===== src/logic/scd_cfg.svh =====
// register map, field positions, reset values and timing constants of the sample clock divider
`ifndef SCD_CFG_SVH
`define SCD_CFG_SVH

// ----------------------------------------
// register map
// ----------------------------------------
`define SCD_ADDR_W          12
`define SCD_ADDR_SYNC_CTRL  12'h100
`define SCD_ADDR_DIV_CTRL   12'h101
`define SCD_ADDR_FIX_CTRL   12'h102
`define SCD_ADDR_STATUS     12'h103

// ----------------------------------------
// fields and reset values
// ----------------------------------------
`define SCD_SYNC_EN_BIT     1
`define SCD_SYNC_ONCE_BIT   2
`define SCD_FIX_EN_BIT      0
`define SCD_ST_ARMED_BIT    0
`define SCD_ST_SEEN_BIT     1
`define SCD_ST_LOCKED_BIT   2
`define SCD_ST_CONV_BIT     3
`define SCD_DIV_W           3
`define SCD_DIV_MIN         3'h1
`define SCD_DIV_MAX         3'h6
`define SCD_DIV_RST         3'h1
`define SCD_FIX_RST         1'b1

// ----------------------------------------
// timing
// ----------------------------------------
`define SCD_CLK_MHZ         125
`define SCD_FIX_MIN_MHZ     20
`define SCD_FIX_MAX_PER     (`SCD_CLK_MHZ / `SCD_FIX_MIN_MHZ)
`define SCD_RELOCK_NS       1500
`define SCD_RELOCK_CYC      ((`SCD_RELOCK_NS * `SCD_CLK_MHZ + 999) / 1000)
`define SCD_PER_W           8
`define SCD_PER_MAX         8'hff

`endif


===== src/logic/scd_pkg.sv =====
// state type used by the duty fixer of the sample clock divider
package scd_pkg;

	typedef enum logic [1:0] {
		FX_OFF,
		FX_MEASURE,
		FX_SETTLE,
		FX_LOCK
	} scd_fix_state_t;

endpackage


===== src/logic/scd_fix_if.sv =====
// link between the divider and its duty fixer
interface scd_fix_if;
	logic enable;
	logic in_rise;
	logic out_rise;
	logic fall_now;
	logic locked;

	modport divider (
		output enable,
		output in_rise,
		output out_rise,
		input  fall_now,
		input  locked
	);

	modport fixer (
		input  enable,
		input  in_rise,
		input  out_rise,
		output fall_now,
		output locked
	);
endinterface


===== src/logic/scd_pin_sync.sv =====
// two-stage pin synchroniser with edge pulses
module scd_pin_sync (
	// clock and reset
	input  wire logic clk,
	input  wire logic rst,
	// pin
	input  wire logic pin,
	// synchronised view
	output logic      rise,
	output logic      fall
);
	logic meta_q;
	logic meta_d;
	logic sync_q;
	logic sync_d;
	logic last_q;
	logic last_d;

	always_comb begin
		meta_d = pin;
		sync_d = meta_q;
		last_d = sync_q;
		rise   = sync_q & ~last_q;
		fall   = ~sync_q & last_q;
	end

	always_ff @(posedge clk) begin
		if (rst) begin
			meta_q <= 1'b0;
			sync_q <= 1'b0;
			last_q <= 1'b0;
		end else begin
			meta_q <= meta_d;
			sync_q <= sync_d;
			last_q <= last_d;
		end
	end
endmodule


===== src/logic/scd_duty_fixer.sv =====
// duty fixer: measures the output period and places the falling edge at its middle
`include "scd_cfg.svh"

module scd_duty_fixer (
	// clock and reset
	input  wire logic clk,
	input  wire logic rst,
	// divider link
	scd_fix_if.fixer  fx
);
	scd_pkg::scd_fix_state_t           state_q;
	scd_pkg::scd_fix_state_t           state_d;
	logic [`SCD_PER_W-1:0]             in_cyc_q;
	logic [`SCD_PER_W-1:0]             in_cyc_d;
	logic [`SCD_PER_W-1:0]             in_per_q;
	logic [`SCD_PER_W-1:0]             in_per_d;
	logic [`SCD_PER_W-1:0]             out_cyc_q;
	logic [`SCD_PER_W-1:0]             out_cyc_d;
	logic [`SCD_PER_W-1:0]             out_per_q;
	logic [`SCD_PER_W-1:0]             out_per_d;
	logic [`SCD_PER_W-1:0]             wait_q;
	logic [`SCD_PER_W-1:0]             wait_d;
	logic [`SCD_PER_W-1:0]             new_per;
	logic                              slow;

	// sampled edges jitter by one cycle, so only a larger step counts as a change
	function automatic logic moved(input logic [`SCD_PER_W-1:0] a, input logic [`SCD_PER_W-1:0] b);
		moved = (a > b) ? ((a - b) > 8'h01) : ((b - a) > 8'h01);
	endfunction

	function automatic logic [`SCD_PER_W-1:0] bump(input logic [`SCD_PER_W-1:0] v);
		bump = (v == `SCD_PER_MAX) ? v : v + 8'h01;
	endfunction

	always_comb begin
		in_cyc_d  = fx.in_rise ? 8'h00 : bump(in_cyc_q);
		in_per_d  = fx.in_rise ? bump(in_cyc_q) : in_per_q;
		new_per   = bump(out_cyc_q);
		out_cyc_d = fx.out_rise ? 8'h00 : new_per;
		out_per_d = fx.out_rise ? new_per : out_per_q;
		// loop not guaranteed below the minimum input rate
		slow      = (in_per_q == 8'h00) || (in_per_q > 8'(`SCD_FIX_MAX_PER));
		state_d   = state_q;
		wait_d    = wait_q;
		case (state_q)
			scd_pkg::FX_OFF: begin
				if (fx.enable) begin
					state_d = scd_pkg::FX_MEASURE;
				end
			end
			scd_pkg::FX_MEASURE: begin
				if (fx.out_rise && (out_per_q != 8'h00) && !slow) begin
					state_d = scd_pkg::FX_SETTLE;
					wait_d  = 8'h00;
				end
			end
			scd_pkg::FX_SETTLE: begin
				wait_d = bump(wait_q);
				if (slow) begin
					state_d = scd_pkg::FX_MEASURE;
				end else if (fx.out_rise && moved(new_per, out_per_q)) begin
					wait_d = 8'h00;
				end else if (wait_q == 8'(`SCD_RELOCK_CYC)) begin
					state_d = scd_pkg::FX_LOCK;
				end
			end
			default: begin
				if (slow) begin
					state_d = scd_pkg::FX_MEASURE;
				end else if (fx.out_rise && moved(new_per, out_per_q)) begin
					state_d = scd_pkg::FX_SETTLE;
					wait_d  = 8'h00;
				end
			end
		endcase
		if (!fx.enable) begin
			state_d = scd_pkg::FX_OFF;
		end
		fx.locked   = (state_q == scd_pkg::FX_LOCK);
		// new_per counts this cycle too, so the high phase is half the period, rounded down
		fx.fall_now = fx.locked && !fx.out_rise && (new_per == (out_per_q >> 1));
	end

	always_ff @(posedge clk) begin
		if (rst) begin
			state_q   <= scd_pkg::FX_OFF;
			in_cyc_q  <= 8'h00;
			in_per_q  <= 8'h00;
			out_cyc_q <= 8'h00;
			out_per_q <= 8'h00;
			wait_q    <= 8'h00;
		end else begin
			state_q   <= state_d;
			in_cyc_q  <= in_cyc_d;
			in_per_q  <= in_per_d;
			out_cyc_q <= out_cyc_d;
			out_per_q <= out_per_d;
			wait_q    <= wait_d;
		end
	end
endmodule


===== src/logic/scd_top.sv =====
// sample clock divider with sync reset, duty fixer and register port
//
// The address-and-strobe port was chosen for this implementation.
`include "scd_cfg.svh"

module scd_top (
	// clock and reset
	input  wire logic                   CLK,
	input  wire logic                   RESET,
	// register port
	input  wire logic [`SCD_ADDR_W-1:0] REG_ADDR,
	input  wire logic [7:0]             REG_WDATA,
	input  wire logic                   REG_WR,
	input  wire logic                   REG_RD,
	output logic      [7:0]             REG_RDATA,
	// pins
	input  wire logic                   SAMPLE_CLK_IN,
	input  wire logic                   SYNC_IN,
	// conversion clock
	output logic                        CONV_CLK,
	output logic                        SAMPLE_STROBE,
	output logic                        SYNC_APPLIED
);
	scd_fix_if fx ();

	logic                  in_rise;
	logic                  in_fall;
	logic                  sync_rise;

	logic                  sync_en_q;
	logic                  sync_en_d;
	logic                  sync_once_q;
	logic                  sync_once_d;
	logic                  armed_q;
	logic                  armed_d;
	logic                  seen_q;
	logic                  seen_d;
	logic [`SCD_DIV_W-1:0] div_q;
	logic [`SCD_DIV_W-1:0] div_d;
	logic                  fix_en_q;
	logic                  fix_en_d;
	logic [`SCD_DIV_W-1:0] cnt_q;
	logic [`SCD_DIV_W-1:0] cnt_d;
	logic [`SCD_DIV_W-1:0] cnt_nxt;
	logic                  conv_q;
	logic                  conv_d;
	logic                  strobe_q;
	logic                  strobe_d;
	logic                  applied_q;
	logic                  applied_d;
	logic [7:0]            rdata_q;
	logic [7:0]            rdata_d;
	logic                  sync_ok;
	logic                  rise_now;
	logic                  wr_sync;

	function automatic logic is_addr(input logic [`SCD_ADDR_W-1:0] a,
			input logic [`SCD_ADDR_W-1:0] b);
		is_addr = (a == b);
	endfunction

	// ----------------------------------------
	// pin synchronisers and duty fixer
	// ----------------------------------------
	scd_pin_sync u_clk_pin (
		.clk  (CLK),
		.rst  (RESET),
		.pin  (SAMPLE_CLK_IN),
		.rise (in_rise),
		.fall (in_fall)
	);

	scd_pin_sync u_sync_pin (
		.clk  (CLK),
		.rst  (RESET),
		.pin  (SYNC_IN),
		.rise (sync_rise),
		.fall ()
	);

	scd_duty_fixer u_fixer (
		.clk (CLK),
		.rst (RESET),
		.fx  (fx)
	);

	// ----------------------------------------
	// registers
	// ----------------------------------------
	always_comb begin
		wr_sync     = REG_WR && is_addr(REG_ADDR, `SCD_ADDR_SYNC_CTRL);
		// every-pulse mode, or first pulse after a write while still armed
		sync_ok     = sync_rise && sync_en_q && (!sync_once_q || armed_q);
		sync_en_d   = sync_en_q;
		sync_once_d = sync_once_q;
		armed_d     = armed_q;
		div_d       = div_q;
		fix_en_d    = fix_en_q;
		seen_d      = seen_q;
		if (sync_ok && sync_once_q) begin
			armed_d = 1'b0;
		end
		if (wr_sync) begin
			sync_en_d   = REG_WDATA[`SCD_SYNC_EN_BIT];
			sync_once_d = REG_WDATA[`SCD_SYNC_ONCE_BIT];
			armed_d     = 1'b1;
		end
		if (REG_WR && is_addr(REG_ADDR, `SCD_ADDR_DIV_CTRL)) begin
			// out-of-range ratios are dropped, the old ratio stays
			if ((REG_WDATA[`SCD_DIV_W-1:0] >= `SCD_DIV_MIN) &&
					(REG_WDATA[`SCD_DIV_W-1:0] <= `SCD_DIV_MAX) &&
					(REG_WDATA[7:`SCD_DIV_W] == 5'h00)) begin
				div_d = REG_WDATA[`SCD_DIV_W-1:0];
			end
		end
		if (REG_WR && is_addr(REG_ADDR, `SCD_ADDR_FIX_CTRL)) begin
			fix_en_d = REG_WDATA[`SCD_FIX_EN_BIT];
		end
		if (REG_WR && is_addr(REG_ADDR, `SCD_ADDR_STATUS) && REG_WDATA[`SCD_ST_SEEN_BIT]) begin
			seen_d = 1'b0;
		end
		// a sync that lands on the clearing write is still recorded
		if (sync_ok) begin
			seen_d = 1'b1;
		end
		rdata_d = 8'h00;
		if (REG_RD) begin
			if (is_addr(REG_ADDR, `SCD_ADDR_SYNC_CTRL)) begin
				rdata_d[`SCD_SYNC_EN_BIT]   = sync_en_q;
				rdata_d[`SCD_SYNC_ONCE_BIT] = sync_once_q;
			end else if (is_addr(REG_ADDR, `SCD_ADDR_DIV_CTRL)) begin
				rdata_d[`SCD_DIV_W-1:0] = div_q;
			end else if (is_addr(REG_ADDR, `SCD_ADDR_FIX_CTRL)) begin
				rdata_d[`SCD_FIX_EN_BIT] = fix_en_q;
			end else if (is_addr(REG_ADDR, `SCD_ADDR_STATUS)) begin
				rdata_d[`SCD_ST_ARMED_BIT]  = armed_q;
				rdata_d[`SCD_ST_SEEN_BIT]   = seen_q;
				rdata_d[`SCD_ST_LOCKED_BIT] = fx.locked;
				rdata_d[`SCD_ST_CONV_BIT]   = conv_q;
			end
		end
	end

	always_ff @(posedge CLK) begin
		if (RESET) begin
			sync_en_q   <= 1'b0;
			sync_once_q <= 1'b0;
			armed_q     <= 1'b0;
			seen_q      <= 1'b0;
			div_q       <= `SCD_DIV_RST;
			fix_en_q    <= `SCD_FIX_RST;
			rdata_q     <= 8'h00;
		end else begin
			sync_en_q   <= sync_en_d;
			sync_once_q <= sync_once_d;
			armed_q     <= armed_d;
			seen_q      <= seen_d;
			div_q       <= div_d;
			fix_en_q    <= fix_en_d;
			rdata_q     <= rdata_d;
		end
	end

	// ----------------------------------------
	// divider
	// ----------------------------------------
	always_comb begin
		fx.enable  = fix_en_q;
		fx.in_rise = in_rise;
		cnt_nxt    = cnt_q + 3'h1;
		cnt_d      = cnt_q;
		conv_d     = conv_q;
		rise_now   = 1'b0;
		applied_d  = 1'b0;
		if (sync_ok) begin
			// back to the initial phase, counting restarts at zero
			cnt_d     = 3'h0;
			conv_d    = 1'b0;
			applied_d = 1'b1;
		end else begin
			if (in_rise) begin
				// >= so a ratio lowered mid-count still wraps at once
				if (cnt_nxt >= div_q) begin
					cnt_d    = 3'h0;
					conv_d   = 1'b1;
					rise_now = 1'b1;
				end else begin
					cnt_d = cnt_nxt;
				end
			end
			// checked apart from the input rise, else a fall due in that cycle is lost
			if (conv_q && !rise_now && (fx.locked ? fx.fall_now : in_fall)) begin
				conv_d = 1'b0;
			end
		end
		fx.out_rise = rise_now;
		strobe_d    = rise_now;
	end

	always_ff @(posedge CLK) begin
		if (RESET) begin
			cnt_q     <= 3'h0;
			conv_q    <= 1'b0;
			strobe_q  <= 1'b0;
			applied_q <= 1'b0;
		end else begin
			cnt_q     <= cnt_d;
			conv_q    <= conv_d;
			strobe_q  <= strobe_d;
			applied_q <= applied_d;
		end
	end

	// ----------------------------------------
	// outputs
	// ----------------------------------------
	always_comb begin
		REG_RDATA     = rdata_q;
		CONV_CLK      = conv_q;
		SAMPLE_STROBE = strobe_q;
		SYNC_APPLIED  = applied_q;
	end
endmodule


===== config.mk =====
export PLATFORM = sky130hd
export DESIGN_NAME = scd_top
export DESIGN_NICKNAME = d
export VERILOG_FILES = /design/src/logic/scd_pkg.sv /design/src/logic/scd_fix_if.sv /design/src/logic/scd_pin_sync.sv /design/src/logic/scd_duty_fixer.sv /design/src/logic/scd_top.sv
export VERILOG_INCLUDE_DIRS = /design/src /design/src/logic
export SDC_FILE = /design/constraint.sdc
export NUM_CORES = 1
export LEC_CHECK = 0
export ABC_CLOCK_PERIOD_IN_PS = 3500
export BUFFER_PORTS_ARGS = -buffer_cell sky130_fd_sc_hd__buf_2
export CAP_MARGIN = 20
export CORE_ASPECT_RATIO = 0.8
export CORE_MARGIN = 2
export CORE_UTILIZATION = 54
export CTS_CLUSTER_DIAMETER = 30
export DETAILED_ROUTE_END_ITERATION = 6
export HOLD_SLACK_MARGIN = 0.03
export PLACE_DENSITY = 0.85
export SETUP_SLACK_MARGIN = 0.1
export SLEW_MARGIN = 20
export SYNTH_ARGS = -nofsm -noshare
export SYNTH_HDL_FRONTEND = slang
export SYNTH_SLANG_ARGS = --single-unit

===== constraint.sdc =====
create_clock -name CLK -period 3.5 [get_ports CLK]
set_input_delay 1.05 -clock CLK [delete_from_list [all_inputs] [get_ports CLK]]
set_output_delay 1.05 -clock CLK [all_outputs]
set_load 0.005 [all_outputs]

# Yosys cells after proc, flatten, opt, wreduce, memory -nomap -nowiden
# Cells that the tools add are included.
# word_totals
ff_bits,70
in_bits,26
output_inout_bits,11
elab_cells,141
# op_classes
n_addsub,6
magnitude_cmp,7
eq_ne,16
muxes,33
n_bitwise,10
n_reduce_logical,43
# ops
op,n
2-to-1 mux 8 bit,8
equality test 12 x 9 -> 1 bit (second input constant),4
equality test 8 bit (second input constant),4
adder 8 x 1 -> 8 bit (second input constant),3
case mux 8 bit (3 select lines),1
logical AND 1 bit,17
> comparator 8 x 1 -> 1 bit (second input constant),2
subtractor 8 bit,2
2-to-1 mux 2 bit,7
2-to-1 mux 1 bit,12
OR reduction 2 bit,5
2-to-1 mux 3 bit,3
equality test 8 x 7 -> 1 bit,1
> comparator 8 x 3 -> 1 bit (second input constant),1
> comparator 8 bit,1
zero test 8 bit,1
AND reduction 4 bit,2
nonzero test 8 bit,1
inverter 1 bit,7
case mux 2 bit (3 select lines),1
OR reduction 3 bit,2
OR reduction 6 bit,1
zero test 5 bit,1
nonzero test 5 bit,1
other kinds (18),27

# Depth between registers and ports, before layout
# depth
word_depth,12
mapped_depth,17
mapped_depth_nobuf,15

# Modules after synthesis
# Synthesis repeated with hierarchy kept, for this count alone.
# unflattened
cells_unflattened,477
hier_area_um2,4007.6
# by_module_without_submodules
module,instances,cells_each,area_per_inst_um2,seq_area_each_um2
scd_duty_fixer,1,352,2849.0,840.8
scd_top,1,109,975.9,360.3
scd_pin_sync,2,8,91.3,60.1

# Worst setup path after synthesis
# OpenSTA, ideal clock, no wires.
# synth_path
path_kind,register -> register
from,reg u_fixer.out_cyc_q[0]
to,reg u_fixer.state_q[1]
setup_ns,0.118
arrival_time_ns,3.544
required_ns,3.382
slack_ns,-0.162
stages_incl_launch_ff,17
n_path_buf,1
period_less_slack_ns,3.662
path_cell_list,dfxtp_1 -> ha_1 -> nand3_1 -> nor4b_1 -> or2_2 -> inv_1 -> ha_1 -> clkbuf_1 -> nand4_1 -> o32ai_1 -> a31oi_1 -> a211oi_1 -> o211ai_1 -> o31ai_4 -> or3_1 -> a31oi_2 -> o2111a_1
# synth_via
elab_chain_cells,8
word_cells_on_any_way,13
classes_between,3 x add/sub; 3 x order compare; 2 x eq/ne; 2 x mux; 3 x reduce/logical
# synth_lines
element,line_no,text
from (decl),scd_duty_fixer.sv:17,logic [`SCD_PER_W-1:0] out_cyc_q;
from (signal assigned),scd_duty_fixer.sv:96,out_cyc_q <= out_cyc_d;
adder 8 x 1 -> 8 bit or equality test 8 bit (tied branches),-,
2-to-1 mux 8 bit *,scd_duty_fixer.sv:32,bump = (v == `SCD_PER_MAX) ? v : v + 8'h01;
subtractor 8 bit,scd_duty_fixer.sv:28,moved = (a > b) ? ((a - b) > 8'h01) : ((b - a) > 8'h01);
> comparator 8 x 1 -> 1 bit,scd_duty_fixer.sv:28,
2-to-1 mux 1 bit *,scd_duty_fixer.sv:28,
logical AND 1 bit *,"scd_duty_fixer.sv:61, scd_duty_fixer.sv:70",
!= test 3 x 2 -> 1 bit (no line) or nonzero test 5 bit (tied branches),-,
AND reduction 4 bit (no line) *,-,
to (signal assigned),scd_duty_fixer.sv:86,state_q <= scd_pkg::FX_OFF;
to (signal assigned),scd_duty_fixer.sv:93,state_q <= state_d;
to (decl),scd_duty_fixer.sv:11,scd_pkg::scd_fix_state_t state_q;
# Every way passes the cells marked *; elsewhere a longest branch is shown, timed or not.
# A chain may end at the register's enable or synchronous reset.

# Worst setup path in the final report
# layout_path
from,reg u_fixer.out_cyc_q[1]
to,reg u_fixer.wait_q[5]
# layout_via
elab_chain_cells,9
word_cells_on_any_way,15
classes_between,3 x add/sub; 3 x order compare; 1 x eq/ne; 5 x mux; 3 x reduce/logical
# layout_lines
element,line_no,text
adder 8 x 1 -> 8 bit or equality test 8 bit (tied branches),-,
2-to-1 mux 8 bit *,scd_duty_fixer.sv:32,
subtractor 8 bit,scd_duty_fixer.sv:28,
> comparator 8 x 1 -> 1 bit,scd_duty_fixer.sv:28,
2-to-1 mux 1 bit *,scd_duty_fixer.sv:28,
logical AND 1 bit *,"scd_duty_fixer.sv:61, scd_duty_fixer.sv:70",
2-to-1 mux 8 bit,scd_duty_fixer.sv:61,"end else if (fx.out_rise && moved(new_per, out_per_q)) begin"
2-to-1 mux 8 bit,scd_duty_fixer.sv:59,if (slow) begin
case mux 8 bit (3 select lines),scd_duty_fixer.sv:45,case (state_q)
to (signal assigned),scd_duty_fixer.sv:98,wait_q <= wait_d;
to (decl),scd_duty_fixer.sv:21,logic [`SCD_PER_W-1:0] wait_q;
# Marks and branches as above.

==> out/metrics.cfg <==
[worst_setup_path]
setup.reg_to_reg.worst_slack_ps = -120
crit-reg2reg-launch = u_fixer.out_cyc_q[1]$_SDFF_PP0_
critPathMostFrequentCell = ha_4
critical_path_peak_fanout = 8
critical_path.cell_chain = ha_4 > and3_4 > a211oi_4 > xnor2_2 > inv_2 > ha_4 > nand4_1 > o32ai_2 > a31oi_2 > a211oi_2 > o211ai_1 > o31ai_4 > buf_6 > o21bai_1 > a21oi_2 > a22o_1
timing.critical_path.to_type = flip-flop
cp_slowest_stage_delay_ps = 360
timing.critical_path.arrival_ps = 3910
crit_type = flip-flop to flip-flop
required_ps = 3800
timing.critical_path.slowest_stage_cell = dfxtp_4
ff_to_ff_end = u_fixer.wait_q[5]$_SDFFE_PP0P_
critical_path.startpoint_type = flip-flop
timing.reg2reg.worst_path_depth = 16

[die]
initial_core_utilization_pct = 56.8
rows = 27
pin_count = 37
core_um2 = 6990
die_area_um2 = 8060
fp.dieH_um = 80.7
die-width_um = 99.9

[global_routing]
pin_count_of_the_biggest_net_entering_global_routing = 26
global_routing_usage_summed_across_all_routing_layers_pct = 29.2
aggregate_global_routing_overflow = 0
grt_antenna_before_repair = 0
grt_pass1_vias = 3891
grt_first_pass_wirelength_mm = 18.6

[timing]
fmaxAchievable_mhz = 277
grt_setup_unrepaired = yes
timing.final.crit_period_ps = 3620
finalHoldViolations = 0
setup_viol_count_final = 8
slew_viol_final = 0
min_period_over_period_pct = 103
worst_pin_slew_ps = 610
slew-limit-headroom_pct = 59.3
timing.setup.tns_ps = -544
setup_slack_ps = -116
skew_final_ps = 10.8

[clock_network]
cts.sinks = 66
cts-buffers-inserted = 9
clk_root_buffer_cell = clkbuf_8
post_cts_hold_buffer_count = 0
clockBufferDepth = 2
clock_insertion_delay_worst_skew_ps = 360
tritoncts = done
worst_setup_hold_path_clk_slew_ps = 90
htreeDepth = 3

[status]
violated_checks = setup timing
outcome = complete, but fails checks

[drt]
routed_via_density = 6.45
first_iter_violations = 375
first_pass_iters = 6
wire_per_inst_um = 18.8
num_vias = 4140
routed_wirelength_mm = 12.0
drt.antenna.violating_nets = 0
remaining_drc_errors = 0

[min_path]
holdPathStages = 1
hold_wc_startpoint = u_sync_pin.meta_q$_SDFF_PP0_
worst_hold_path.endpoint = u_sync_pin.last_d$_SDFF_PP0_
hold_class = flip-flop to flip-flop

[synth]
syn_area_um2 = 3970
async_flop_share_pct = 0
synth_seq_area_share_pct = 33.3
yosys_most_used_dff = dfxtp_1
ys_seq_elements = 66
yosys_warnings = 0
synth_area_per_cell_um2 = 8.28
synth_cell_type_count = 74
synth_cells = 480
post_synth_edffs = 0

[power_and_ir_drop]
leakage_nw = 2.03
power_mw = 2.00
power.ir.vdd_worst_uv = 229
pwr_density_cell_nw_per_um2 = 401

[cells_and_area]
antenna-diode-count = 0
register_area_um2 = 1330
ratio_of_cells_with_drive_above_1_in_the_final_layout_pct = 27.7
final.fill_count = 449
mostFrequentLayoutCells = 62 x dfxtp_1, 47 x nand2_1, 47 x nor2_1
area.growth.synth_to_final_pct = 25.3
multiInputGateArea_um2 = 2710
final_common_cell = dfxtp_1
finalNetCount = 598

[placed_design]
gp_congestion = 1.05
pre_cts_slack_ps = -266
buffer_ports.inserted = 32
post-dp-hpwl_mm = 7.65

[flow_run]
max_cap_viol_count = 0

[worst max path at each step]
| stage | endpoint | depth (start not counted) | slack [ps] | from |
|---|---|---|---|---|
| 5_1_grt | u_fixer.wait_q[5]$_SDFFE_PP0P_ | 16 | -220 | u_fixer.out_cyc_q[0]$_SDFF_PP0_ |
| 4_1_cts | u_fixer.wait_q[7]$_SDFFE_PP0P_ | 16 | 40 | u_fixer.out_cyc_q[0]$_SDFF_PP0_ |
| 6_report | u_fixer.wait_q[5]$_SDFFE_PP0P_ | 16 | -120 | u_fixer.out_cyc_q[1]$_SDFF_PP0_ |
| 2_1_floorplan | u_fixer.state_q[1]$_SDFFE_PP0P_ | 16 | -40 | u_fixer.out_cyc_q[0]$_SDFF_PP0_ |
| 3_5_place_dp | u_fixer.wait_q[6]$_SDFFE_PP0P_ | 16 | -270 | u_fixer.out_cyc_q[1]$_SDFF_PP0_ |
| 3_3_place_gp | u_fixer.wait_q[6]$_SDFFE_PP0P_ | 16 | -30 | u_fixer.out_cyc_q[1]$_SDFF_PP0_ |
[report_power, final]
part           switching [mW]  leakage [nW]  internal [mW]  total (mW)
clock                   0.338        0.0955          0.306       0.644
sequential             0.0321         0.537          0.776       0.808
combinational           0.304          1.39          0.241       0.545
total                   0.674          2.03           1.32        2.00
[registers in the layout, indices dropped and copies added, names as in the netlist, 2 cells and up]
name	cells
u_fixer.in_per_q	8
u_fixer.wait_q	8
u_fixer.state_q	2
cnt_q	3
u_fixer.in_cyc_q	8
u_fixer.out_per_q	8
u_fixer.out_cyc_q	8
REG_RDATA	4
div_q	3
[cell families (layout without fill, tap and decap cells)]
kind of cell    after synthesis  after routing  synth area share [%]
xor+xnor                     22             22                  4.85
compound gates              106            107                  19.8
other cells                   1              4                0.0944
flops                        66             66                  33.3
buf+inv                      55            126                  6.05
simple gates                194            194                  25.1
fa+ha+maj                    22             22                  7.12
mux                          14             14                  3.69
[stage by stage]
stage / hold slack [ps] / utilization, % / instances / area (um2)
floorplan: 414 / - / 483 / 4060
global placement: 416 / 63.7 / 614 / 4450
detailed placement: 430 / 63.7 / 614 / 4450
CTS: 456 / 69.2 / 639 / 4840
global route: 475 / 71.2 / 642 / 4980
finish: 459 / 71.2 / 642 / 4980
[per-layer routing]
layer  up-vias  GRT usage, %  wire length, um
li1       1850             -                -
met1      1926          35.7             4740
met2       298          48.3             5570
met3        66          7.57             1290
met4         0          14.4              444
met5         -             0                0
[critical path: cells and delay by family, from the launching register on]
family	cells	cell delay, ps
buffers and inverters	2	270
xor gates and xnor gates	1	170
DFF	1	360
and+or+nand+nor	2	410
AOI/OAI and AO/OA	9	1880
adders and majority gates	2	460
[Yosys cell counts (all sizes together), types with 3 or more instances]
cell type | instances | area share (%)
a211oi | 8 | 1.8
a21o | 5 | 0.94
a21oi | 24 | 3.1
a31oi | 9 | 1.6
and3 | 6 | 0.94
and4 | 3 | 0.72
buf | 10 | 1.8
clkbuf | 12 | 1.1
dfxtp | 66 | 33
ha | 21 | 6.6
inv | 32 | 3.0
mux2i | 12 | 3.0
nand2 | 49 | 4.6
nand2b | 7 | 1.1
nand3 | 17 | 2.1
nand4 | 7 | 1.1
nor2 | 48 | 4.7
nor2b | 11 | 1.7
nor3 | 15 | 1.9
nor3b | 3 | 0.57
nor4 | 8 | 1.6
nor4b | 3 | 0.66
o211ai | 3 | 0.57
o21ai | 19 | 2.7
o22a | 3 | 0.66
o22ai | 7 | 1.3
or3 | 6 | 0.94
xnor2 | 13 | 2.9
xor2 | 9 | 2.0
[cell type report]
cell class / instances / share of cell area, %
clock buffers: 10 / 2.99
inverters: 33 / 2.49
well taps: 87 / 2.19
clock inverters: 6 / 0.980
multi-input cells: 363 / 54.4
flip-flops and latches: 66 / 26.7
repair buffers: 77 / 10.2
[timing repair]
item / in CTS / in global routing
pin swaps: 20 / 14
endpoints found under the hold margin: 0 / 0
gates cloned: 1 / 0
gates resized for setup: 27 / 22
setup endpoints to repair: 10 / 10
buffers inserted: 8 / 3
Power figures use the tool's default switching activity.
